File: src/gha_pkg.sv
// gauge history and alarm register bank: shared constants and carrier types
// assumes 16-bit register words addressed by an 8-bit command code
package gha_pkg;
  // register command codes
  localparam logic [7:0] ADDR_FLAGS     = 8'h19;
  localparam logic [7:0] ADDR_HIGH_TEMP = 8'h21;
  localparam logic [7:0] ADDR_RUN_LO    = 8'h24;
  localparam logic [7:0] ADDR_RUN_HI    = 8'h25;
  localparam logic [7:0] ADDR_TACC_LO   = 8'h26;
  localparam logic [7:0] ADDR_TACC_HI   = 8'h27;
  localparam logic [7:0] ADDR_CACC_LO   = 8'h28;
  localparam logic [7:0] ADDR_CACC_HI   = 8'h29;
  localparam logic [7:0] ADDR_VMAX      = 8'h2A;
  localparam logic [7:0] ADDR_VMIN      = 8'h2B;
  localparam logic [7:0] ADDR_TMAX      = 8'h2C;
  localparam logic [7:0] ADDR_TMIN      = 8'h2D;
  localparam logic [7:0] ADDR_AMBIENT   = 8'h30;
  localparam logic [7:0] ADDR_HEALTH    = 8'h32;
  localparam logic [7:0] ADDR_UID_LO    = 8'h36;
  localparam logic [7:0] ADDR_UID_HI    = 8'h37;
  // fields and initial values
  localparam int          FLAG_HIGH_TEMP_BIT = 12;
  localparam int          THERM_CELL_BIT     = 0;
  localparam int          THERM_AMB_BIT      = 1;
  localparam logic [15:0] MODE_OPERATIONAL   = 16'h0001;
  localparam logic [15:0] MODE_SLEEP         = 16'h0002;
  localparam logic [31:0] RUNTIME_SAT        = 32'h00FFFFFF;
  localparam logic [31:0] CHARGE_SAT         = 32'h0FFFFFFF;
  localparam logic [15:0] AMBIENT_MIN        = 16'h0980;
  localparam logic [15:0] AMBIENT_MAX        = 16'h0DCC;
  localparam logic [15:0] HEALTH_INIT        = 16'h0064;
  localparam logic [15:0] VMIN_INIT          = 16'hFFFF;
  localparam logic [15:0] TMIN_INIT          = 16'hFFFF;
  // timing
  localparam longint CLK_HZ         = 20000000;
  localparam longint MINUTE_S       = 60;
  localparam longint MINUTE_CYCLES  = CLK_HZ * MINUTE_S;
  localparam longint INIT_TIME_US   = 1000;
  localparam longint INIT_CYCLES    = (CLK_HZ * INIT_TIME_US) / 1000000;
  localparam longint FAST_SAMPLE_MS = 250;
  localparam longint SLOW_SAMPLE_MS = 1000;
  localparam longint FAST_CYCLES    = (CLK_HZ * FAST_SAMPLE_MS) / 1000;
  localparam longint SLOW_CYCLES    = (CLK_HZ * SLOW_SAMPLE_MS) / 1000;

  typedef struct packed {
    logic [15:0] voltage;
    logic [15:0] temperature;
    logic [15:0] openCircuit;
    logic [15:0] impedance;
    logic [15:0] chargeLevel;
  } gha_meas_s;

  typedef struct packed {
    logic        strobe;
    logic [7:0]  addr;
    logic [15:0] data;
  } gha_write_s;
endpackage

File: src/gha_regs.sv
// gauge history and alarm register bank with its two-wire serial slave
// assumes scl/sda inputs already synchronous to ref_clk, measurements
// arrive as one-cycle strobes from the converter front end
`timescale 1ns/1ps
module gha_regs #(
  parameter logic [6:0]  DEV_ADDR      = 7'h2A,
  parameter longint      MINUTE_TICKS  = gha_pkg::MINUTE_CYCLES,
  parameter longint      INIT_TICKS    = gha_pkg::INIT_CYCLES,
  parameter longint      FAST_TICKS    = gha_pkg::FAST_CYCLES,
  parameter longint      SLOW_TICKS    = gha_pkg::SLOW_CYCLES,
  parameter logic [15:0] RELEASE_MV    = 16'h0A00,
  parameter logic [15:0] CURRENT_DELTA = 16'h0010
) (
  // clock and reset
  input  wire logic              ref_clk,
  input  wire logic              srst,
  // serial register port
  input  wire logic              sclIn,
  input  wire logic              sdaIn,
  output logic                   sdaOut,
  output logic                   sdaOe,
  // front end
  input  wire logic              insertDetect,
  input  wire logic              cellMeasValid,
  input  wire gha_pkg::gha_meas_s cellMeas,
  input  wire logic              ambientValid,
  input  wire logic [15:0]       ambientRaw,
  input  wire logic              healthStep,
  input  wire logic [31:0]       nvmUserId,
  input  wire logic [15:0]       powerMode,
  input  wire logic [1:0]        thermCtrl,
  // outputs
  output logic                   alarm_out_n,
  output logic                   ready,
  output logic                   measReq,
  output logic signed [15:0]     loadCurrent,
  output logic signed [31:0]     chargeCount
);
  initial begin
    if (MINUTE_TICKS < 2 || INIT_TICKS < 1 || FAST_TICKS < 2 || SLOW_TICKS < FAST_TICKS)
      $error("gha_regs: timing parameters out of range");
  end

  typedef enum logic [1:0] {PwrReset, PwrInit, PwrReady} gha_pwr_e;
  typedef enum logic [2:0] {BusIdle, BusRecv, BusAck, BusSend, BusAckIn} gha_bus_e;

  gha_pwr_e   pwrQ;
  logic [31:0] initCntQ;
  logic        clrAll;
  logic        opMode;
  assign clrAll = srst || pwrQ == PwrReset;
  assign opMode = pwrQ == PwrReady && powerMode == gha_pkg::MODE_OPERATIONAL;

  // insertion restarts the whole bank; init window ends in ready
  always_ff @(posedge ref_clk) begin
    if (srst || insertDetect) begin
      pwrQ     <= PwrReset;
      initCntQ <= '0;
    end else begin
      case (pwrQ)
        PwrReset: if (cellMeasValid && cellMeas.voltage > RELEASE_MV) pwrQ <= PwrInit;
        PwrInit: begin
          initCntQ <= initCntQ + 32'h1;
          if (initCntQ == 32'(INIT_TICKS - 1)) pwrQ <= PwrReady;
        end
        PwrReady: pwrQ <= PwrReady;
        default:  pwrQ <= PwrReset;
      endcase
    end
  end
  always_ff @(posedge ref_clk) ready <= !clrAll && pwrQ == PwrReady;

  // serial slave: addr, command, then low byte, high byte
  logic       sclQ, sdaQ, sclRise, sclFall, startC, stopC;
  gha_bus_e   busQ;
  logic [2:0] bitCntQ;
  logic [7:0] shiftQ, cmdQ, loByteQ;
  logic [1:0] byteIdxQ;
  logic       rnwQ, hiSendQ;
  logic [15:0] rdWord;
  gha_pkg::gha_write_s wr;
  assign sclRise = sclIn && !sclQ;
  assign sclFall = !sclIn && sclQ;
  assign startC  = sclIn && sclQ && sdaQ && !sdaIn;
  assign stopC   = sclIn && sclQ && !sdaQ && sdaIn;

  always_ff @(posedge ref_clk) begin
    sclQ <= srst ? 1'b1 : sclIn;
    sdaQ <= srst ? 1'b1 : sdaIn;
  end

  always_ff @(posedge ref_clk) begin
    wr.strobe <= 1'b0;
    if (clrAll || stopC) begin
      busQ <= BusIdle;
      sdaOe <= 1'b0;
      bitCntQ <= '0;
      byteIdxQ <= '0;
      rnwQ <= 1'b0;
      hiSendQ <= 1'b0;
      shiftQ <= '0;
      wr.addr <= '0;
      wr.data <= '0;
      if (clrAll) begin
        cmdQ <= '0;
        loByteQ <= '0;
      end
    end else if (startC) begin
      busQ <= BusRecv;
      sdaOe <= 1'b0;
      bitCntQ <= '0;
      byteIdxQ <= '0;
      hiSendQ <= 1'b0;
    end else begin
      case (busQ)
        BusRecv: if (sclRise) begin
          shiftQ <= {shiftQ[6:0], sdaIn};
          bitCntQ <= bitCntQ + 3'h1;
          if (bitCntQ == 3'h7) busQ <= BusAck;
        end
        BusAck: if (sclFall) begin
          if (sdaOe) begin
            sdaOe <= 1'b0;
            byteIdxQ <= byteIdxQ == 2'h3 ? 2'h2 : byteIdxQ + 2'h1;
            busQ <= (byteIdxQ == 2'h0 && rnwQ) ? BusSend : BusRecv;
            if (byteIdxQ == 2'h0 && rnwQ) sdaOe <= !rdWord[7];
          end else if (byteIdxQ == 2'h0 && shiftQ[7:1] != DEV_ADDR) begin
            busQ <= BusIdle;
          end else begin
            sdaOe <= 1'b1;
            case (byteIdxQ)
              2'h0: rnwQ <= shiftQ[0];
              2'h1: cmdQ <= shiftQ;
              2'h2: loByteQ <= shiftQ;
              default: begin
                wr.strobe <= 1'b1;
                wr.addr <= cmdQ;
                wr.data <= {shiftQ, loByteQ};
              end
            endcase
          end
        end
        BusSend: if (sclFall) begin
          bitCntQ <= bitCntQ + 3'h1;
          if (bitCntQ == 3'h7) begin
            sdaOe <= 1'b0;
            busQ <= BusAckIn;
          end else begin
            sdaOe <= hiSendQ ? !rdWord[4'(5'd14 - bitCntQ)] : !rdWord[3'(3'd6 - bitCntQ)];
          end
        end
        // host ack still stands at the clock fall; next msb goes out then
        BusAckIn: if (sclFall) begin
          busQ <= sdaIn ? BusIdle : BusSend;
          hiSendQ <= !hiSendQ;
          sdaOe <= !sdaIn && (hiSendQ ? !rdWord[7] : !rdWord[15]);
        end
        default: busQ <= BusIdle;
      endcase
    end
  end
  always_ff @(posedge ref_clk) sdaOut <= 1'b0;

  // register state
  logic [15:0] highTempQ, flagsQ, vMaxQ, vMinQ, tMaxQ, tMinQ, ambientQ, healthQ;
  logic [31:0] runQ, tAccQ, cAccQ;
  logic [15:0] runLoStageQ, tAccLoStageQ, cAccLoStageQ;
  logic [31:0] minuteCntQ;
  logic        minuteTick, hotNow, alarmEn, wrHit;
  assign alarmEn = highTempQ != 16'h0 && thermCtrl[gha_pkg::THERM_CELL_BIT];
  assign hotNow  = alarmEn && cellMeas.temperature > highTempQ;
  assign minuteTick = opMode && minuteCntQ == 32'(MINUTE_TICKS - 1);
  assign wrHit = wr.strobe;

  always_ff @(posedge ref_clk) begin
    if (clrAll || !opMode) minuteCntQ <= '0;
    else minuteCntQ <= minuteTick ? 32'h0 : minuteCntQ + 32'h1;
  end

  always_ff @(posedge ref_clk) begin
    if (clrAll) begin
      highTempQ <= '0;
      flagsQ <= '0;
      alarm_out_n <= 1'b1;
    end else begin
      if (wrHit && wr.addr == gha_pkg::ADDR_HIGH_TEMP) highTempQ <= wr.data;
      if (wrHit && wr.addr == gha_pkg::ADDR_FLAGS) flagsQ <= wr.data;
      if (cellMeasValid && hotNow && opMode)
        flagsQ[gha_pkg::FLAG_HIGH_TEMP_BIT] <= 1'b1;
      if (!opMode || !alarmEn) alarm_out_n <= 1'b1;
      else if (cellMeasValid) alarm_out_n <= !hotNow;
    end
  end

  // accumulators: low word staged, high-word write commits both
  always_ff @(posedge ref_clk) begin
    if (clrAll) begin
      runQ <= '0;
      tAccQ <= '0;
      cAccQ <= '0;
      runLoStageQ <= '0;
      tAccLoStageQ <= '0;
      cAccLoStageQ <= '0;
    end else begin
      if (minuteTick && runQ < gha_pkg::RUNTIME_SAT) runQ <= runQ + 32'h1;
      if (minuteTick)
        cAccQ <= (CHARGE_SUM(cAccQ, cellMeas.chargeLevel));
      if (wrHit) begin
        case (wr.addr)
          gha_pkg::ADDR_RUN_LO:  runLoStageQ <= wr.data;
          gha_pkg::ADDR_RUN_HI:  runQ <= {wr.data, runLoStageQ};
          gha_pkg::ADDR_TACC_LO: tAccLoStageQ <= wr.data;
          gha_pkg::ADDR_TACC_HI: tAccQ <= {wr.data, tAccLoStageQ};
          gha_pkg::ADDR_CACC_LO: cAccLoStageQ <= wr.data;
          gha_pkg::ADDR_CACC_HI: cAccQ <= {wr.data, cAccLoStageQ};
          default: ;
        endcase
      end
    end
  end

  function automatic logic [31:0] CHARGE_SUM(input logic [31:0] acc, input logic [15:0] lvl);
    logic [32:0] s;
    s = {1'b0, acc} + {17'h0, lvl};
    return (s >= {1'b0, gha_pkg::CHARGE_SAT}) ? gha_pkg::CHARGE_SAT : s[31:0];
  endfunction

  // trackers; a write wins over a sample in the same cycle
  always_ff @(posedge ref_clk) begin
    if (clrAll) begin
      vMaxQ <= '0;
      vMinQ <= gha_pkg::VMIN_INIT;
      tMaxQ <= '0;
      tMinQ <= gha_pkg::TMIN_INIT;
    end else if (wrHit && wr.addr inside {gha_pkg::ADDR_VMAX, gha_pkg::ADDR_VMIN,
                                          gha_pkg::ADDR_TMAX, gha_pkg::ADDR_TMIN}) begin
      if (wr.addr == gha_pkg::ADDR_VMAX) vMaxQ <= wr.data;
      if (wr.addr == gha_pkg::ADDR_VMIN) vMinQ <= wr.data;
      if (wr.addr == gha_pkg::ADDR_TMAX) tMaxQ <= wr.data;
      if (wr.addr == gha_pkg::ADDR_TMIN) tMinQ <= wr.data;
    end else if (cellMeasValid && opMode) begin
      if (cellMeas.voltage > vMaxQ) vMaxQ <= cellMeas.voltage;
      if (cellMeas.voltage < vMinQ) vMinQ <= cellMeas.voltage;
      if (thermCtrl[gha_pkg::THERM_CELL_BIT] && cellMeas.temperature > tMaxQ)
        tMaxQ <= cellMeas.temperature;
      if (thermCtrl[gha_pkg::THERM_CELL_BIT] && cellMeas.temperature < tMinQ)
        tMinQ <= cellMeas.temperature;
    end
  end

  // ambient is report-only and never reaches the charge path
  always_ff @(posedge ref_clk) begin
    if (clrAll) ambientQ <= gha_pkg::AMBIENT_MIN;
    else if (ambientValid && opMode && thermCtrl[gha_pkg::THERM_AMB_BIT])
      ambientQ <= ambientRaw < gha_pkg::AMBIENT_MIN ? gha_pkg::AMBIENT_MIN :
                  ambientRaw > gha_pkg::AMBIENT_MAX ? gha_pkg::AMBIENT_MAX : ambientRaw;
  end

  always_ff @(posedge ref_clk) begin
    if (clrAll) healthQ <= gha_pkg::HEALTH_INIT;
    else if (healthStep && healthQ != 16'h0) healthQ <= healthQ - 16'h1;
  end

  // current estimate; rate switches fast while current moves
  logic signed [16:0] varied;
  logic signed [15:0] curNow;
  logic [31:0]        sampleCntQ;
  logic               fastQ;
  assign varied = $signed({1'b0, cellMeas.voltage}) - $signed({1'b0, cellMeas.openCircuit});
  assign curNow = cellMeas.impedance == 16'h0 ? 16'sh0 :
                  16'(varied / $signed({1'b0, cellMeas.impedance}));

  always_ff @(posedge ref_clk) begin
    if (clrAll) begin
      loadCurrent <= '0;
      chargeCount <= '0;
      fastQ <= 1'b0;
    end else if (cellMeasValid && opMode) begin
      loadCurrent <= curNow;
      chargeCount <= chargeCount + 32'(curNow);
      fastQ <= (curNow > loadCurrent ? curNow - loadCurrent : loadCurrent - curNow)
               > $signed(CURRENT_DELTA);
    end
  end

  always_ff @(posedge ref_clk) begin
    measReq <= 1'b0;
    if (clrAll || !opMode) sampleCntQ <= '0;
    else if (sampleCntQ >= 32'((fastQ ? FAST_TICKS : SLOW_TICKS) - 1)) begin
      sampleCntQ <= '0;
      measReq <= 1'b1;
    end else sampleCntQ <= sampleCntQ + 32'h1;
  end

  always_comb begin
    case (cmdQ)
      gha_pkg::ADDR_FLAGS:     rdWord = flagsQ;
      gha_pkg::ADDR_HIGH_TEMP: rdWord = highTempQ;
      gha_pkg::ADDR_RUN_LO:    rdWord = runQ[15:0];
      gha_pkg::ADDR_RUN_HI:    rdWord = runQ[31:16];
      gha_pkg::ADDR_TACC_LO:   rdWord = tAccQ[15:0];
      gha_pkg::ADDR_TACC_HI:   rdWord = tAccQ[31:16];
      gha_pkg::ADDR_CACC_LO:   rdWord = cAccQ[15:0];
      gha_pkg::ADDR_CACC_HI:   rdWord = cAccQ[31:16];
      gha_pkg::ADDR_VMAX:      rdWord = vMaxQ;
      gha_pkg::ADDR_VMIN:      rdWord = vMinQ;
      gha_pkg::ADDR_TMAX:      rdWord = tMaxQ;
      gha_pkg::ADDR_TMIN:      rdWord = tMinQ;
      gha_pkg::ADDR_AMBIENT:   rdWord = ambientQ;
      gha_pkg::ADDR_HEALTH:    rdWord = healthQ;
      gha_pkg::ADDR_UID_LO:    rdWord = nvmUserId[15:0];
      gha_pkg::ADDR_UID_HI:    rdWord = nvmUserId[31:16];
      default:                 rdWord = 16'h0;
    endcase
  end
endmodule

File: config.mk
export PLATFORM = sky130hd
export DESIGN_NAME = gha_regs
export DESIGN_NICKNAME = d
export VERILOG_FILES = /design/src/gha_pkg.sv /design/src/gha_regs.sv
export SDC_FILE = /design/constraint.sdc
export NUM_CORES = 2
export LEC_CHECK = 0
export BUFFER_PORTS_ARGS = -buffer_cell sky130_fd_sc_hd__buf_2
export CAP_MARGIN = 30
export CORE_MARGIN = 1
export CORE_UTILIZATION = 25
export DETAILED_ROUTE_END_ITERATION = 16
export HOLD_SLACK_MARGIN = 0.05
export PLACE_DENSITY = 0.42
export SETUP_SLACK_MARGIN = 0.02
export SLEW_MARGIN = 15
export SYNTH_ARGS = -nofsm -noshare
export SYNTH_HDL_FRONTEND = slang
export SYNTH_SLANG_ARGS = --single-unit
File: constraint.sdc
create_clock -name ref_clk -period 62.3 [get_ports ref_clk]
set_input_delay 15.575 -clock ref_clk [delete_from_list [all_inputs] [get_ports ref_clk]]
set_output_delay 15.575 -clock ref_clk [all_outputs]
set_load 0.005 [all_outputs]
==> results.md <==
* Final WS setup at 6780 ps
* R2r setup slk at 57320 ps
* Routed len/inst at 21.8 um
* Post-synth EDFFs at 16
* Hold crit path type: reg2reg
* Worst EP required at 62840 ps
* Initial core utilization at 25.3%
* R2r endpoint: cAccQ[19]$_SDFF_PP0_
* Post-CTS resize count at 0
* Gr usage total at 19.9%
* VDD IR-drop max at 0.0195 mV
* Critical-path maximum fanout at 22
* Critical hold path startpoint: ambientQ[11]$_SDFFE_PP1P_
* Largest net degree at the start of global routing at 80
* CTS root buf: clkbuf_16
* Core area at 144000 sq um
* Area grow syn2layout at 15.2%
* Area contributors post-synth: dfxtp_1, ha_1, nand2_1, a21oi_1, nor2_1
* Count of different cell masters after synthesis at 100
* Crit-path most repeated cell: ha_1
* Fraction of layout cells with a size suffix above 1 at 10.1%
* Met2 usage at 31.0%
* Final RePlAce weighted congestion at 0.905
* Initial antenna violation count at 15
* Share of the synthesized area in the top cell type at 25.7%
* Nets at 5489
* Yosys top cell by area: dfxtp_1
* Final worst-path cycle share at 89.1%
* Hold Path End: ambientQ[11]$_SDFFE_PP1P_
* Final critical-path required period at 55520 ps
* Reg area at 9850 sq um
* Hold Violations, Final at 0
* Post-Synthesis Cells at 4832
* Max clock buf depth at 3
* Fin area at 42100 sq um
* M3 GR Usage at 2.60%
* Via Count at 36.1k
* Post-synthesis sequential area ratio at 27.0%
* Setup TNS at 0 ps
* Final Skew at 35.9 ps
* # rows at 139
* Die W at 384 um
* Multi-input gate area at 25100 sq um
* Status: complete, no violations
* Placed instance area at 39900 sq um
* Max incr delay on CP at 730 ps
* Clock slew at reported path FFs at 60 ps
* H-tree lvl count at 2
* TritonRoute pass-1 iters at 6
* CP max stage cell: a2111oi_4
* Die area at 148000 sq um
* I/O Buffers at 205
* Die Y at 384 um
* Mapped cell area at 36500 sq um
* Avg Inst Size Synth at 7.56 sq um
* Worst R2R Start: cAccQ[0]$_SDFF_PP0_
* Startpoint types: input port
* Post-route ant nets at 0
* Pwr/cell area at 30.2 nW/um^2
* Number of global-route vias before repair at 33.5k
* Slew Limit Fails at 0
* Post-CTS setup buffers at 0
* R2R depth at 16
* Max-cap violations at 0
* TritonCTS clock tree: done
* Synth Register Bits at 484
* P_leak at 16.8 nW
* Critical Path AT at 56060 ps
* Hpwl dp at 118 mm
* DRT Wirelength at 151 mm
* Inserted Clock Buffers at 57
* Hold WS at 446 ps
* DRC at 0
* Final Power at 0.00127 W
* Final setup viols at 0
* Critical Path End Type: register
* Relative slew slack at 33.0%
* Clock sinks at 484
* Most used routing layer: met2
* Boundary Pins at 207
* Fill count at 15.6k
* GRT met1 Usage at 28.6%
* Ys flop type: dfxtp_1
* GRT overflow at 0
* DRT iter0 DRCs at 3210
* DP Worst Slack at 6540 ps
* Max Clock Freq at 0.0180 GHz
* Crit path kind: in2reg
* First-pass GRT wire length at 223 mm
* Synth Warn # at 0
* Clock latency on the worst-skew pair at 660 ps
* Vias per inst at 5.21
* Least-Margin Pin Slew at 1000 ps
* Cells on Worst Hold Path at 1
* RSZ-0062 raised after global routing: no
* CTS Hold Bufs at 0
* Post-synth ARST share at 0%
layer usage:
| layer | vias to the layer above | part of all wire (%) | routed length (um) |
|---|---|---|---|
| met1 | 17300 | 48 | 72900 |
| li1 | 17700 | - | - |
| met3 | 169 | 5.9 | 8900 |
| met4 | 6 | 2.4 | 3580 |
| met5 | - | 0.023 | 35 |
| met2 | 1001 | 44 | 65900 |
critical path: cells and delay by family:
| family | cells | cell delay, ps |
|---|---|---|
| compound gates | 89 | 21250 |
| mux | 5 | 1910 |
| simple gates | 41 | 8010 |
| fa+ha+maj | 21 | 6390 |
| xor+xnor | 2 | 490 |
| buf+inv | 12 | 2310 |
layout by cell type (no fill, tap or decap), types with 16 or more instances in the layout:
master       n
o31ai_1     28
or3_1       51
clkbuf_16   57
a21o_1     122
edfxtp_1    16
nor2b_1     43
a311oi_1    22
ha_1       352
a221oi_1    34
xor2_1     121
a21oi_1    431
xnor2_1    132
and2_1      30
or2_2       27
nor4_1      37
a211oi_1    57
nand2b_1    56
o211ai_1    24
nor3_1     126
o21bai_1    20
o22ai_1     16
and3_1      73
a22oi_1     43
inv_1      234
o21a_1      70
mux2i_1     51
nor2_1     431
nand2_1    735
a31oi_1     49
a22o_1      21
nand3_1    132
o21ai_0    196
nand4_1     68
mux2_2      27
buf_2      207
dfxtp_1    468
buf_4       86
a222oi_1    16
cell usage after synthesis, types with 34 or more instances:
cell	number
nand2_1	737
dfxtp_1	468
a21oi_1	433
nor2_1	433
ha_1	352
inv_1	234
clkbuf_1	202
o21ai_0	196
nand3_1	132
xnor2_1	132
nor3_1	131
a21o_1	122
xor2_1	121
and3_1	74
o21a_1	70
nand4_1	68
a211oi_1	57
nand2b_1	56
mux2i_1	51
or3_1	51
a31oi_1	49
a22oi_1	44
nor2b_1	43
nor4_1	39
a221oi_1	34
power by group:
group,total [W],internal [W],switching (W)
clock,0.000375,0.000223,0.000152
sequential,0.000314,0.000312,0.00000142
combinational,0.000581,0.000239,0.000342
sequential cells by signal, indices dropped and copies added (netlist names), 24 cells and up:
signal,cells
chargeCount,32
initCntQ,32
runQ,32
tAccQ,32
sampleCntQ,32
cAccQ,32
minuteCntQ,32
wr,24
worst max path at each step:
stage | cells past startpoint | startpoint | slack, ps | end
2_1_floorplan | 179 | cellMeas[64] | 10570 | fastQ$_SDFFE_PP0P_
3_3_place_gp | 168 | cellMeas[64] | 6480 | chargeCount[31]$_SDFFE_PP0P_
3_5_place_dp | 171 | cellMeas[64] | 6540 | chargeCount[31]$_SDFFE_PP0P_
4_1_cts | 168 | cellMeas[64] | 7080 | chargeCount[31]$_SDFFE_PP0P_
5_1_grt | 167 | cellMeas[64] | 3240 | chargeCount[31]$_SDFFE_PP0P_
6_report | 170 | cellMeas[64] | 6780 | fastQ$_SDFFE_PP0P_
metrics by stage:
step                cells  util [%]
finish               6934      29.2
global placement     6806      27.6
floorplan            4838         -
global route         6930      29.2
CTS                  6924      29.1
detailed placement   6816      27.7
layout make-up:
type	count	share of cell area (%)
multi-input cells	3898	59.5
clock inverters	38	1.28
repair buffers	303	4.32
inverters	234	2.09
well taps	1903	5.66
clock buffers	70	3.67
diodes	4	0.0238
flip-flops and latches	484	23.4
kinds of logic (layout without fill, tap and decap cells):
group                      Yosys count  count (layout)  synth area share, %
other                                1              11               0.0103
adders and majority gates          357             357                 12.3
xor gates and xnor gates           254             254                 6.11
AOI/OAI and AO/OA                 1298            1298                 23.3
muxes                               79              79                 2.29
buffers and inverters              456             645                 4.75
DFF                                484             484                 27.0
and+or+nand+nor                   1903            1903                 24.2
Power figures use the tool's default switching activity.
